--- src/dcs_consts.vh ---
`ifndef DCS_CONSTS_VH
`define DCS_CONSTS_VH
`define DCS_ADDR_CMD 4'h0
`define DCS_ADDR_SEL 4'h4
`define DCS_ADDR_STAT 4'h8
`define DCS_RESP_OK 2'b00
`define DCS_RESP_SLVERR 2'b10
`define DCS_CMD_ARM 8'h80
`define DCS_CMD_DISABLE 8'h01
`define DCS_CMD_ENABLE 8'h02
`define DCS_CMD_REQUEST 8'h03
`define DCS_CMD_SWITCH 8'h04
`define DCS_CMD_RECOVER 8'h05
`define DCS_CMD_WDARL 8'h06
`define DCS_F_SOURCE_SELECT_FIELD 3:0
`define DCS_F_STARTUP_TIME_FIELD 5:4
`define DCS_F_CLOCK_OUT_BIT 6
`define DCS_F_ARM 7
`define DCS_F_RDY 4
`define DCS_FUSE_CLOCK_OUT_FUSE 6
`define DCS_FUSE_RSTDIS 8
`define DCS_SEL_RESET 7'h00
`define DCS_S_RC 3'h0
`define DCS_S_WD 3'h1
`define DCS_S_EXT 3'h2
`define DCS_S_LF 3'h3
`define DCS_S_XT 3'h4
`define DCS_S_NONE 3'h7
`define DCS_SOURCE_SELECT_FIELD_EXT 4'h0
`define DCS_SOURCE_SELECT_FIELD_RC 4'h2
`define DCS_SOURCE_SELECT_FIELD_WD 4'h3
`define DCS_SOURCE_SELECT_FIELD_LF 4'h4
`define DCS_SOURCE_SELECT_FIELD_XT 4'h8
`define DCS_SUT_00 2'b00
`define DCS_SUT_01 2'b01
`define DCS_SUT_10 2'b10
`define DCS_LIM_EXT 16'h0006
`define DCS_LIM_INT 16'h0006
`define DCS_LIM_258 16'h0102
`define DCS_LIM_1K 16'h0400
`define DCS_LIM_16K 16'h4000
`define DCS_LIM_32K 16'h8000
`define DCS_BOOT_CK 21'h00000e
`define DCS_WAKE_CK 3'h6
`define DCS_FUSE_WAIT 2'h3
`define DCS_CLK_MHZ 20
`define DCS_T_4_US 4000
`define DCS_T_4P1_US 4100
`define DCS_T_65_US 65000
`endif

--- src/dcs_ready_cnt.v ---
`timescale 1ns/1ps
module dcs_ready_cnt (
  input wire aclk,
  input wire aresetn,
  input wire start,
  input wire [15:0] limit,
  input wire tick,
  output reg ready_q,
  output reg busy_q
);
  reg [15:0] cnt_q;
  reg [15:0] lim_q;
  wire [15:0] cnt_inc = cnt_q + 16'h0001;

  always @(posedge aclk) begin
    if (!aresetn) begin
      cnt_q <= 16'h0000;
      lim_q <= 16'h0000;
      ready_q <= 1'b0;
      busy_q <= 1'b0;
    end else if (start) begin
      // flag drops as counting starts
      cnt_q <= 16'h0000;
      lim_q <= limit;
      ready_q <= 1'b0;
      busy_q <= 1'b1;
    end else if (busy_q && tick) begin
      cnt_q <= cnt_inc;
      if (cnt_inc == lim_q) begin
        busy_q <= 1'b0;
        ready_q <= 1'b1;
      end
    end
  end
endmodule // dcs_ready_cnt

--- src/dcs_sync.v ---
`timescale 1ns/1ps
module dcs_sync #(
  parameter W = 1
) (
  input wire aclk,
  input wire aresetn,
  input wire [W-1:0] din,
  output reg [W-1:0] dout
);
  reg [W-1:0] meta_q;

  // first stage feeds only the second
  always @(posedge aclk) begin
    if (!aresetn) begin
      meta_q <= {W{1'b0}};
      dout <= {W{1'b0}};
    end else begin
      meta_q <= din;
      dout <= meta_q;
    end
  end
endmodule // dcs_sync

--- src/dcs_top.v ---
// How it works
// external clock wakes from power-down after six source cycles
// reset delay after 14 cycles follows startup code for external clock
// async timer may enable external input only with no crystal running
// clock-out bit and no crystal: system clock drives pin, not in reset
// clock pin carries prescaled system clock when prescaler divides
// command register changes only via the protected write procedure
// software writes change-enable alone, then the command code
// exclusive command decode launches one operation at a time
// select register loads from low fuse byte at reset
// enable turns on selected source with selected startup time
// disable turns off selected source unless it drives system clock or is the pending switch target
// several sources may stay enabled together
// availability count clears ready at start, sets at limit, holds
// enable command launches readiness count automatically
// software keeps fields still while counting, waits for ready
// recover writes active source code into source field only
// switch can pick RC, watchdog, external, low-freq or crystal
// software checks ready, switches, recovers, then disables old
// software should mask interrupts around the switch sequence
// sources switch glitch-free via park-low handover
// command write not directly after change-enable is ignored
`timescale 1ns/1ps
`include "dcs_consts.vh"
module dcs_top #(
  parameter integer P_MS4_CYC = `DCS_T_4_US * `DCS_CLK_MHZ,
  parameter integer P_MS4P1_CYC = `DCS_T_4P1_US * `DCS_CLK_MHZ,
  parameter integer P_MS65_CYC = `DCS_T_65_US * `DCS_CLK_MHZ
) (
  input wire aclk,
  input wire aresetn,
  input wire [3:0] s_axi_awaddr,
  input wire s_axi_awvalid,
  output reg s_axi_awready,
  input wire [31:0] s_axi_wdata,
  input wire [3:0] s_axi_wstrb,
  input wire s_axi_wvalid,
  output reg s_axi_wready,
  output reg [1:0] s_axi_bresp,
  output reg s_axi_bvalid,
  input wire s_axi_bready,
  input wire [3:0] s_axi_araddr,
  input wire s_axi_arvalid,
  output reg s_axi_arready,
  output reg [31:0] s_axi_rdata,
  output reg [1:0] s_axi_rresp,
  output reg s_axi_rvalid,
  input wire s_axi_rready,
  input wire [4:0] osc_in,
  input wire [7:0] low_fuse_byte,
  input wire reset_pin_disable_fuse,
  input wire async_timer_ext_req,
  input wire [3:0] prescale_sel,
  input wire wake_req,
  output reg [4:0] src_enable_q,
  output reg [4:0] sysclk_sel_q,
  output reg sysclk_out_pin,
  output reg sysclk_out_oe_n,
  output reg cpu_run_q,
  output reg wake_done_q,
  output reg wd_autoreload_q
);
  localparam [3:0] B_LOAD = 4'b0001;
  localparam [3:0] B_CK = 4'b0010;
  localparam [3:0] B_MS = 4'b0100;
  localparam [3:0] B_RUN = 4'b1000;
  localparam [2:0] SW_IDLE = 3'b001;
  localparam [2:0] SW_OFF = 3'b010;
  localparam [2:0] SW_ON = 3'b100;

  function [2:0] src_of;
    input [3:0] source_select_field;
    begin
      if (source_select_field[3])
        src_of = `DCS_S_XT;
      else if (source_select_field[3:2] == `DCS_SOURCE_SELECT_FIELD_LF >> 2)
        src_of = `DCS_S_LF;
      else if (source_select_field == `DCS_SOURCE_SELECT_FIELD_EXT)
        src_of = `DCS_S_EXT;
      else if (source_select_field == `DCS_SOURCE_SELECT_FIELD_RC)
        src_of = `DCS_S_RC;
      else if (source_select_field == `DCS_SOURCE_SELECT_FIELD_WD)
        src_of = `DCS_S_WD;
      else
        src_of = `DCS_S_NONE;
    end
  endfunction

  function [3:0] code_of;
    input [2:0] s;
    begin
      case (s)
        `DCS_S_WD: code_of = `DCS_SOURCE_SELECT_FIELD_WD;
        `DCS_S_EXT: code_of = `DCS_SOURCE_SELECT_FIELD_EXT;
        `DCS_S_LF: code_of = `DCS_SOURCE_SELECT_FIELD_LF;
        `DCS_S_XT: code_of = `DCS_SOURCE_SELECT_FIELD_XT;
        default: code_of = `DCS_SOURCE_SELECT_FIELD_RC;
      endcase
    end
  endfunction

  function [4:0] onehot;
    input [2:0] s;
    begin
      onehot = (s > `DCS_S_XT) ? 5'h00 : (5'h01 << s);
    end
  endfunction

  function pick;
    input [4:0] v;
    input [2:0] s;
    begin
      pick = |(v & onehot(s));
    end
  endfunction

  // readiness limit per source and startup field
  function [15:0] limit_of;
    input [2:0] s;
    input [1:0] sut;
    begin
      case (s)
        `DCS_S_EXT: limit_of = `DCS_LIM_EXT;
        `DCS_S_LF: limit_of = (sut == `DCS_SUT_10) ? `DCS_LIM_32K
                                                   : `DCS_LIM_1K;
        `DCS_S_XT: limit_of = (sut == `DCS_SUT_00) ? `DCS_LIM_258
                                                   : `DCS_LIM_16K;
        default: limit_of = `DCS_LIM_INT;
      endcase
    end
  endfunction

  ////////////////////////////////////////////////////////////////////////////
  wire [4:0] osc_s;
  wire [8:0] fuse_s;
  reg [4:0] osc_d1_q;
  wire [4:0] osc_rise = osc_s & ~osc_d1_q;
  wire [4:0] osc_fall = ~osc_s & osc_d1_q;
  wire [31:0] ms4_w = P_MS4_CYC;
  wire [31:0] ms41_w = P_MS4P1_CYC;
  wire [31:0] ms65_w = P_MS65_CYC;

  dcs_sync #(.W(5)) u_osc_sync (
    .aclk(aclk),
    .aresetn(aresetn),
    .din(osc_in),
    .dout(osc_s)
  );

  dcs_sync #(.W(9)) u_fuse_sync (
    .aclk(aclk),
    .aresetn(aresetn),
    .din({reset_pin_disable_fuse, low_fuse_byte}),
    .dout(fuse_s)
  );

  reg [6:0] sel_q;
  reg [4:0] en_q;
  reg [2:0] act_q;
  reg [2:0] tgt_q;
  reg [2:0] cnt_src_q;
  reg [3:0] boot_q;
  reg [2:0] sw_q;
  reg [1:0] fw_q;
  reg [20:0] bcnt_q;
  reg arm_q;
  reg [2:0] wk_cnt_q;
  reg wk_busy_q;
  reg [8:0] div_q;
  reg aw_held_q;
  reg w_held_q;
  reg [3:0] awaddr_q;
  reg [31:0] wdata_q;
  reg wstrb0_q;
  wire rdy;
  wire cnt_busy;

  wire [2:0] sel_src = src_of(sel_q[`DCS_F_SOURCE_SELECT_FIELD]);
  wire do_wr = aw_held_q && w_held_q && !s_axi_bvalid;
  wire cmd_wr = do_wr && wstrb0_q && (awaddr_q == `DCS_ADDR_CMD);
  wire [7:0] cmd = wdata_q[7:0];
  // any other value directly after the arm write fires a command
  wire cmd_go = cmd_wr && arm_q && (cmd != `DCS_CMD_ARM);
  wire cnt_start = cmd_go && (sel_src != `DCS_S_NONE) &&
    ((cmd == `DCS_CMD_ENABLE) || (cmd == `DCS_CMD_REQUEST));
  wire act_lvl = pick(osc_s, act_q);
  wire [9:0] div_sh = {div_q, act_lvl} >> prescale_sel;

  dcs_ready_cnt u_ready (
    .aclk(aclk),
    .aresetn(aresetn),
    .start(cnt_start),
    .limit(limit_of(sel_src, sel_q[`DCS_F_STARTUP_TIME_FIELD])),
    .tick(pick(osc_rise, cnt_src_q)),
    .ready_q(rdy),
    .busy_q(cnt_busy)
  );

  ////////////////////////////////////////////////////////////////////////////
  // bus slave: address and data taken in either order
  always @(posedge aclk) begin
    if (!aresetn) begin
      s_axi_awready <= 1'b0;
      s_axi_wready <= 1'b0;
      s_axi_bvalid <= 1'b0;
      s_axi_bresp <= `DCS_RESP_OK;
      aw_held_q <= 1'b0;
      w_held_q <= 1'b0;
      awaddr_q <= 4'h0;
      wdata_q <= 32'h00000000;
      wstrb0_q <= 1'b0;
      s_axi_arready <= 1'b0;
      s_axi_rvalid <= 1'b0;
      s_axi_rresp <= `DCS_RESP_OK;
      s_axi_rdata <= 32'h00000000;
    end else begin
      s_axi_awready <= !aw_held_q && !s_axi_awready && !s_axi_bvalid;
      s_axi_wready <= !w_held_q && !s_axi_wready && !s_axi_bvalid;
      if (s_axi_awvalid && s_axi_awready) begin
        aw_held_q <= 1'b1;
        awaddr_q <= s_axi_awaddr;
        s_axi_awready <= 1'b0;
      end
      if (s_axi_wvalid && s_axi_wready) begin
        w_held_q <= 1'b1;
        wdata_q <= s_axi_wdata;
        wstrb0_q <= s_axi_wstrb[0];
        s_axi_wready <= 1'b0;
      end
      if (do_wr) begin
        aw_held_q <= 1'b0;
        w_held_q <= 1'b0;
        s_axi_bvalid <= 1'b1;
        s_axi_bresp <= (awaddr_q == `DCS_ADDR_CMD ||
          awaddr_q == `DCS_ADDR_SEL) ? `DCS_RESP_OK : `DCS_RESP_SLVERR;
      end else if (s_axi_bready) begin
        s_axi_bvalid <= 1'b0;
      end
      s_axi_arready <= !s_axi_arready && !s_axi_rvalid;
      if (s_axi_arvalid && s_axi_arready) begin
        s_axi_arready <= 1'b0;
        s_axi_rvalid <= 1'b1;
        s_axi_rresp <= `DCS_RESP_OK;
        case (s_axi_araddr)
          `DCS_ADDR_CMD: s_axi_rdata <= {24'h000000, arm_q, 2'b00, rdy,
                                         4'h0};
          `DCS_ADDR_SEL: s_axi_rdata <= {25'h0000000, sel_q};
          `DCS_ADDR_STAT: s_axi_rdata <= {19'h00000, src_enable_q, 2'b00,
                                          sw_q != SW_IDLE, cnt_busy,
                                          cpu_run_q, act_q};
          default: begin
            s_axi_rdata <= 32'h00000000;
            s_axi_rresp <= `DCS_RESP_SLVERR;
          end
        endcase
      end else if (s_axi_rvalid && s_axi_rready) begin
        s_axi_rvalid <= 1'b0;
      end
    end
  end

  ////////////////////////////////////////////////////////////////////////////
  // boot, registers and command execution
  always @(posedge aclk) begin
    if (!aresetn) begin
      boot_q <= B_LOAD;
      fw_q <= 2'h0;
      bcnt_q <= 21'h000000;
      sel_q <= `DCS_SEL_RESET;
      en_q <= 5'h00;
      act_q <= `DCS_S_RC;
      tgt_q <= `DCS_S_RC;
      cnt_src_q <= `DCS_S_RC;
      sw_q <= SW_IDLE;
      sysclk_sel_q <= 5'h00;
      arm_q <= 1'b0;
      cpu_run_q <= 1'b0;
      wd_autoreload_q <= 1'b0;
    end else begin
      // any write ends the armed window
      if (do_wr)
        arm_q <= cmd_wr && (cmd == `DCS_CMD_ARM);
      if (do_wr && wstrb0_q && awaddr_q == `DCS_ADDR_SEL)
        sel_q <= wdata_q[6:0];
      case (boot_q)
        B_LOAD: begin
          // fuses settle through the synchroniser first
          fw_q <= fw_q + 2'h1;
          if (fw_q == `DCS_FUSE_WAIT) begin
            sel_q <= {~fuse_s[`DCS_FUSE_CLOCK_OUT_FUSE], fuse_s[5:0]};
            act_q <= (src_of(fuse_s[3:0]) == `DCS_S_NONE) ? `DCS_S_RC
                     : src_of(fuse_s[3:0]);
            en_q <= onehot((src_of(fuse_s[3:0]) == `DCS_S_NONE) ?
                           `DCS_S_RC : src_of(fuse_s[3:0]));
            bcnt_q <= 21'h000000;
            boot_q <= B_CK;
          end
        end
        B_CK: begin
          if (~|sysclk_sel_q && sw_q == SW_IDLE && pick(src_enable_q, act_q))
            sysclk_sel_q <= onehot(act_q);
          if (pick(osc_rise, act_q))
            bcnt_q <= bcnt_q + 21'h000001;
          if (bcnt_q == `DCS_BOOT_CK) begin
            boot_q <= B_RUN;
            if (act_q == `DCS_S_EXT) begin
              case (sel_q[`DCS_F_STARTUP_TIME_FIELD])
                `DCS_SUT_00: bcnt_q <= fuse_s[`DCS_FUSE_RSTDIS] ?
                                       ms4_w[20:0] : 21'h000000;
                `DCS_SUT_01: bcnt_q <= ms41_w[20:0];
                `DCS_SUT_10: bcnt_q <= ms65_w[20:0];
                default: bcnt_q <= 21'h000000;
              endcase
              boot_q <= B_MS;
            end else begin
              cpu_run_q <= 1'b1;
            end
          end
        end
        B_MS: begin
          if (bcnt_q == 21'h000000) begin
            boot_q <= B_RUN;
            cpu_run_q <= 1'b1;
          end else begin
            bcnt_q <= bcnt_q - 21'h000001;
          end
        end
        B_RUN: cpu_run_q <= 1'b1;
        default: boot_q <= B_LOAD;
      endcase
      if (cnt_start)
        cnt_src_q <= sel_src;
      if (cmd_go) begin
        case (cmd)
          `DCS_CMD_DISABLE:
            if (sel_src != act_q && !(sw_q != SW_IDLE && sel_src == tgt_q))
              en_q <= en_q & ~onehot(sel_src);
          `DCS_CMD_ENABLE:
            en_q <= en_q | onehot(sel_src);
          `DCS_CMD_SWITCH:
            if (sw_q == SW_IDLE && sel_src != `DCS_S_NONE &&
                sel_src != act_q && pick(en_q, sel_src)) begin
              tgt_q <= sel_src;
              sw_q <= SW_OFF;
            end
          `DCS_CMD_RECOVER:
            sel_q[`DCS_F_SOURCE_SELECT_FIELD] <= code_of(act_q);
          `DCS_CMD_WDARL:
            wd_autoreload_q <= 1'b1;
          default: ;
        endcase
      end
      // park the tree low on the old source's fall, then hand over on
      // the new source's fall so neither leaves a runt pulse
      case (sw_q)
        SW_IDLE: ;
        SW_OFF:
          if (pick(osc_fall, act_q)) begin
            sysclk_sel_q <= 5'h00;
            sw_q <= SW_ON;
          end
        SW_ON:
          if (pick(osc_fall, tgt_q)) begin
            sysclk_sel_q <= onehot(tgt_q);
            act_q <= tgt_q;
            sw_q <= SW_IDLE;
          end
        default: sw_q <= SW_IDLE;
      endcase
    end
  end

  ////////////////////////////////////////////////////////////////////////////
  // source enables, wake-up and clock output
  always @(posedge aclk) begin
    if (!aresetn) begin
      osc_d1_q <= 5'h00;
      src_enable_q <= 5'h00;
      wk_busy_q <= 1'b0;
      wk_cnt_q <= 3'h0;
      wake_done_q <= 1'b0;
      div_q <= 9'h000;
      sysclk_out_pin <= 1'b0;
      sysclk_out_oe_n <= 1'b1;
    end else begin
      osc_d1_q <= osc_s;
      src_enable_q <= en_q | ((async_timer_ext_req &&
        !en_q[`DCS_S_XT] && !en_q[`DCS_S_LF]) ? onehot(`DCS_S_EXT)
        : 5'h00);
      wake_done_q <= 1'b0;
      if (wake_req && !wk_busy_q && cpu_run_q) begin
        wk_busy_q <= (act_q == `DCS_S_EXT);
        wake_done_q <= (act_q != `DCS_S_EXT);
        wk_cnt_q <= 3'h0;
      end else if (wk_busy_q && pick(osc_rise, act_q)) begin
        wk_cnt_q <= wk_cnt_q + 3'h1;
        if (wk_cnt_q + 3'h1 == `DCS_WAKE_CK) begin
          wk_busy_q <= 1'b0;
          wake_done_q <= 1'b1;
        end
      end
      if (pick(osc_rise, act_q))
        div_q <= div_q + 9'h001;
      // pin is a resampled copy, so sources above aclk/2 alias
      sysclk_out_pin <= div_sh[0];
      sysclk_out_oe_n <= !(sel_q[`DCS_F_CLOCK_OUT_BIT] && cpu_run_q &&
        !en_q[`DCS_S_XT] && !en_q[`DCS_S_LF] &&
        sysclk_sel_q != 5'h00);
    end
  end
endmodule // dcs_top

--- config.mk ---
export PLATFORM = sky130hd
export DESIGN_NAME = dcs_top
export DESIGN_NICKNAME = d
export VERILOG_FILES = /design/src/dcs_ready_cnt.v /design/src/dcs_sync.v /design/src/dcs_top.v
export VERILOG_INCLUDE_DIRS = /design/src
export SDC_FILE = /design/constraint.sdc
export NUM_CORES = 1
export LEC_CHECK = 0
export BUFFER_PORTS_ARGS = -buffer_cell sky130_fd_sc_hd__buf_2
export CORE_UTILIZATION = 50
export CTS_BUF_LIST = sky130_fd_sc_hd__clkbuf_2 sky130_fd_sc_hd__clkbuf_4 sky130_fd_sc_hd__clkbuf_8
export CTS_CLUSTER_DIAMETER = 150
export DETAILED_ROUTE_END_ITERATION = 6
export PLACE_DENSITY = 0.79
export SYNTH_ARGS = -nofsm -noshare
export SYNTH_HDL_FRONTEND = slang
export SYNTH_SLANG_ARGS = --single-unit
--- constraint.sdc ---
create_clock -name aclk -period 2.29 [get_ports aclk]
set_input_delay 0.1145 -clock aclk [delete_from_list [all_inputs] [get_ports aclk]]
set_output_delay 0.1145 -clock aclk [all_outputs]
set_load 0.01 [all_outputs]
# == After elaboration in Yosys (flattened, before gate mapping) ==
# Index checks and enable logic that the tools add are counted.
# classes
eq_ne,47
muxes,83
bitwise,18
order_cmp,5
reduce_logical,89
shift,6
addsub,6
# op_table
operator,count
$pmux 21 s3,2
$mux 21,5
$mux 3,25
$mux 5,13
$and 5x5->5,10
$reduce_or 5->1,8
$pmux 13 s3,1
$logic_and 1x1->1,36
$pmux 16 s2,1
$pmux 4 s4,2
$shl 1x3->5 const A,5
$eq 8x3->1 const B,3
$mux 4,6
$add 21x1->21 const B,1
$eq 21x4->1 const B,1
$logic_not 21->1,1
$mux 7,3
$sub 21x1->21 const B,1
$eq 4x2->1 const B,5
$pmux 5 s2,2
$mux 17,1
$add 16x1->16 const B,1
$eq 16x16->1,1
$eq 8x2->1 const B,2
44 further kinds,118
# word_totals
ff_bits,203
wordCells,296
output_inout_bits,56
input_bits,71

# == Longest topological paths before layout ==
# depth
depth_word,18
ltp_mapped,9
mapped_depth_nobuf,8

# == Cells and area by module ==
# Synthesis repeated with hierarchy kept, for this count alone.
# unflattened
cells_unflattened,1204
hier_area_um2,9943.3
# by_module_without_submodules
module,area_per_inst_um2,seq_area_each_um2,instances,cells_each
dcs_top,7357.1,2402.3,1,946
dcs_ready_cnt,1821.7,680.7,1,201
dcs_sync (u_fuse_sync),501.7,360.3,1,37
dcs_sync (u_osc_sync),262.8,200.2,1,20

# == Least setup slack after synthesis ==
# OpenSTA, ideal clock, no wires.
# synth_timing
kind,register -> register
from,register wdata_q[3]
to,register u_ready.ready_q
n_path_buf,3
setup_time_ps,117
t_required_ps,2173
t_arrival_ps,2081
slack_ps,92
path_stages_with_launch,9
period_less_slack_ps,2198
path_cell_list,dfxtp_1 -> or4_4 -> or3_1 -> buf_2 -> or3_1 -> buf_2 -> nand2_2 -> buf_4 -> nor2_1
# synth_via
elab_chain_cells,5
elab_cells_between_ends,8
classes_between,eq/ne: 3; reduce/logical: 5
# synth_rtl
item,line,source
start: declaration,dcs_top.v:173,reg [31:0] wdata_q;
start signal: assignment,dcs_top.v:226,wdata_q <= s_axi_wdata;
$ne 8x8->1 (no source line),--,
$logic_and 1x1->1,dcs_top.v:183,wire cmd_go = cmd_wr && arm_q && (cmd != `DCS_CMD_ARM);
$logic_and 1x1->1,dcs_top.v:184,wire cnt_start = cmd_go && (sel_src != `DCS_S_NONE) &&
$logic_and 1x1->1 (*),dcs_top.v:184,
$reduce_or 2->1 (no source line) (*),--,
end signal: assignment,dcs_ready_cnt.v:19,ready_q <= 1'b0;
end signal: assignment,dcs_ready_cnt.v:25,ready_q <= 1'b0;
end signal: assignment,dcs_ready_cnt.v:31,ready_q <= 1'b1;
end: declaration,dcs_ready_cnt.v:8,"output reg ready_q,"
# Mark *: on every way between the ends. The rest lies on a longest branch, timed or not.
# A chain may end at the register's enable or synchronous reset.

# == Worst setup path after layout ==
# layout_timing
from,register awaddr_q[3]
to,register tgt_q[1]
# layout_via
elab_chain_cells,5
# layout_rtl
item,line,source
start: declaration,dcs_top.v:172,reg [3:0] awaddr_q;
start signal: assignment,dcs_top.v:221,awaddr_q <= s_axi_awaddr;
$logic_not 4->1 (no source line),--,
$logic_and 1x1->1,dcs_top.v:180,wire cmd_wr = do_wr && wstrb0_q && (awaddr_q == `DCS_ADDR_CMD);
$logic_and 1x1->1 (2 in a row),dcs_top.v:183,
$reduce_and 3->1 (no source line),--,
end signal: assignment,dcs_top.v:272,tgt_q <= `DCS_S_RC;
end signal: assignment,dcs_top.v:343,tgt_q <= sel_src;
end: declaration,dcs_top.v:160,reg [2:0] tgt_q;
# Every way passes these cells.

==> results.toml <==
[sta]
hold_viol = 0
slew_headroom_pct = 58.8
rsz0062_at_grt = "yes"
fmax_mhz = 445
finalCriticalPeriod_ps = 2250
fin_crit_sh_pct = 98.1
setup_tns_ps = 0
finalSetupViolations = 0
fin_ws_ps = 44.4
worst_pin_slew_ps = 618
maxSlewViolCount = 0
fin_skew_ps = 14.3

[placement]
place.gp.congestion = 0.974
portBuffers = 77
pre_cts_ws_ps = 12.0
placedCellCount = 1491
dp_hpwl_um = 19300

[worst_setup_path]
path_cells = "nor4b_4 > nand4b_4 > or4b_4 > a2111oi_4 > buf_6 > mux2i_1 > nor2_1"
crit_path_start_kind = "flip-flop"
rr_worst_depth = 7
critPathBufInv = 1
critPathSlowestCell = "or4b_4"
cp.arrival_ps = 2590
timing.rr.start = "awaddr_q[3]"
crit_type = "flip-flop to flip-flop"
cp.depth = 7
endpoint_kind = "flip-flop"
cpLargestDelayFamily = "simple AND/OR/NAND/NOR gates"
cp_max_fo = 5
cp.required_ps = 2630
startpoint = "awaddr_q[3]"
r2r_slack_ps = 40
timing.critical_path.to = "tgt_q[1]"
max_stage_delay_ps = 580
reg2reg_to = "tgt_q[1]"

[pwr]
p_int_w = 0.00423
clkPwrFrac_pct = 33.4
switching_share_pct = 29.2
p_seq_share_pct = 52.2
leakagePower_nw = 4.46
cellPowerDensity_nw_per_um2 = 530
combPwrFrac_pct = 14.5
p_switching_w = 0.00175
peakVddDrop_mv = 0.451

[final_layout]
layout-drive-gt1-share_pct = 20.7
antenna_cells = 0
layout_commonest_cell = "dfxtp_1"
final_cell_mix = "164 x dfxtp_1, 126 x nor2_1, 103 x nand2_1, 102 x buf_4, 93 x a21oi_1"
fin_nets = 1402
area_delta_synth_final_pct = 20.2
final_cells = 1560

[floorplanning]
coreArea_sq_um = 18100
num_rows = 49
die_y_um = 139
pin_count = 127
initial_core_util_pct = 51.7
die-area_sq_um = 19300
die_x_um = 139

[global_routing]
grt_max_degree = 44
grt_antenna_before_repair = 0
grt_overflow = 0
grtUsageTotal_pct = 27.6
grt_pass1_vias = 8660
grt_pass1_wl_um = 43100

[clock_network]
root_buffer = "clkbuf_8"
cts_tree = "yes"
cts.sinks = 170
clock_latency_ps = 470
cts.clk_slew.worst_paths_ps = 90
cts_buffer_depth = 2
htree_levels = 4
cts_buffers = 17

[yosys]
avgSynthCellArea_sq_um = 8.12
synth_area_leaders = "dfxtp_1 36%, nor2_1 5.0%, a21oi_1 5.0%"
synth_top_cell_area_share_pct = 36.3
yosysWarnings = 0
synthCells = 1156
synth_top_flop_cell = "dfxtp_1"
synth_seq_area_share_pct = 36.3
synth_cell_type_count = 95
synth_top_area_cell = "dfxtp_1"
synthArstFlopShare_pct = 0
ys_seq_elements = 170
syn_area_sq_um = 9380
synth_edf_count = 0

[run_status]
status = "finished with violations"
violations = "DRC"

[drt]
routed_via_density = 6.01
vias = 9368
ant_nets = 0
first_iter_violations = 678
totalWireLength_um = 26900
dr.pass1.iters = 7
routedWlPerCell_um = 17.2
drc = 8

[job]
drv_cap = 0

[worst_hold_path]
min-delay-path-class = "input pin to flip-flop"
## worst min-delay path, stage by stage
cell and delay, ps:
buf_2 90, nand3b_1 120, o21a_1 120, nor2_1 30
## cells in the mapped netlist, types with 11 or more instances
master and number:
xor2_1 26, ha_1 13, nand3_1 54, nor3_1 30, o21ai_0 41, xnor2_1 20
inv_1 21, a21oi_1 93, and3_1 19, buf_2 15, nand2_1 103, and2_1 44
a31oi_1 19, nor4_1 17, nor3b_1 13, buf_4 23, dfxtp_1 170, mux2i_1 21
nand2b_1 11, clkbuf_1 53, nor2_1 126, nand4_1 18
## metrics by stage
stage / total power, W / hold slack [ps] / util [%] / instance area (sq um)
2_1_floorplan: 0.00368 / 218 / - / 9460
3_3_place_gp: 0.00394 / 320 / 57.6 / 10500
3_5_place_dp: 0.00396 / 323 / 57.6 / 10500
4_1_cts: 0.00596 / 31.6 / 61.6 / 11200
5_1_grt: 0.00622 / 65.9 / 62.1 / 11300
6_report: 0.00597 / 52.9 / 62.1 / 11300
## timing repair
| action | 4_1_cts | 5_1_grt |
|---|---|---|
| hold endpoints to repair | 31 | 0 |
| endpoints found under the setup margin | 1 | 65 |
| gates resized for setup | 1 | 27 |
| pin swaps | 0 | 4 |
| gates cloned | 0 | 0 |
| setup buffers | 0 | 0 |
| hold buffers | 37 | 0 |
## registers in the layout (all words and copies together) (netlist names), 4 cells and up
name                count
bcnt_q                 21
u_ready.cnt_q          16
s_axi_rdata            13
div_q                   9
u_fuse_sync.dout        8
u_fuse_sync.meta_q      8
wdata_q                 8
sel_q                   7
u_ready.lim_q           6
en_q                    5
osc_d1_q                5
src_enable_q            5
sysclk_sel_q            5
u_osc_sync.dout         5
u_osc_sync.meta_q       5
awaddr_q                4
boot_q                  4
## metal layers
metal  vias up  share of wire [%]  global-route usage (%)  wire length [um]
li1       4480                  -                       -                 -
met1      4368                 43                    36.9             11700
met2       434                 45                    43.3             12000
met3        86                8.3                    5.52              2230
met4         0                3.7                    12.0               992
met5         -                  0                       0                 0
## cells by family (layout without fill, tap and decap cells)
family,after synthesis,after routing,share of synthesized area [%]
multiplexers,33,33,4.16
adder cells (fa/ha/maj),13,13,1.73
AO/OA/AOI/OAI,274,274,19.5
XOR/XNOR,46,46,4.29
flip-flops,170,170,36.3
AND/OR/NAND/NOR,502,502,28.1
other,1,21,0.0400
buffers and inverters,117,272,5.88
## layout make-up
class	count	area (sq um)
multi-input combinational	889	5580
fill	1556	6870
inverter	22	82.6
tap	229	287
clock inverter	12	87.6
timing repair buffer	218	1550
clock buffer	20	269
sequential	170	3410
## power by group through the flow
stage               clock network [W]  logic, W  registers (W)
finish                        0.00199  0.000865        0.00312
global route                  0.00215  0.000940        0.00313
CTS                           0.00202  0.000834        0.00311
detailed placement                  0  0.000783        0.00318
global placement                    0  0.000769        0.00318
floorplan                           0  0.000530        0.00315
## worst min path at each step
stage          depth (start not counted)  slack [ps]               endpoint              startpoint
6_report                               4          50              wk_busy_q                wake_req
5_1_grt                                4          70              wk_busy_q                wake_req
4_1_cts                                4          30              wk_busy_q                wake_req
3_5_place_dp                           2         320  u_fuse_sync.meta_q[8]  reset_pin_disable_fuse
3_3_place_gp                           2         320   u_osc_sync.meta_q[2]               osc_in[2]
2_1_floorplan                          1         220         sysclk_out_pin         prescale_sel[3]
No activity file was read; power rests on OpenSTA's default activity.
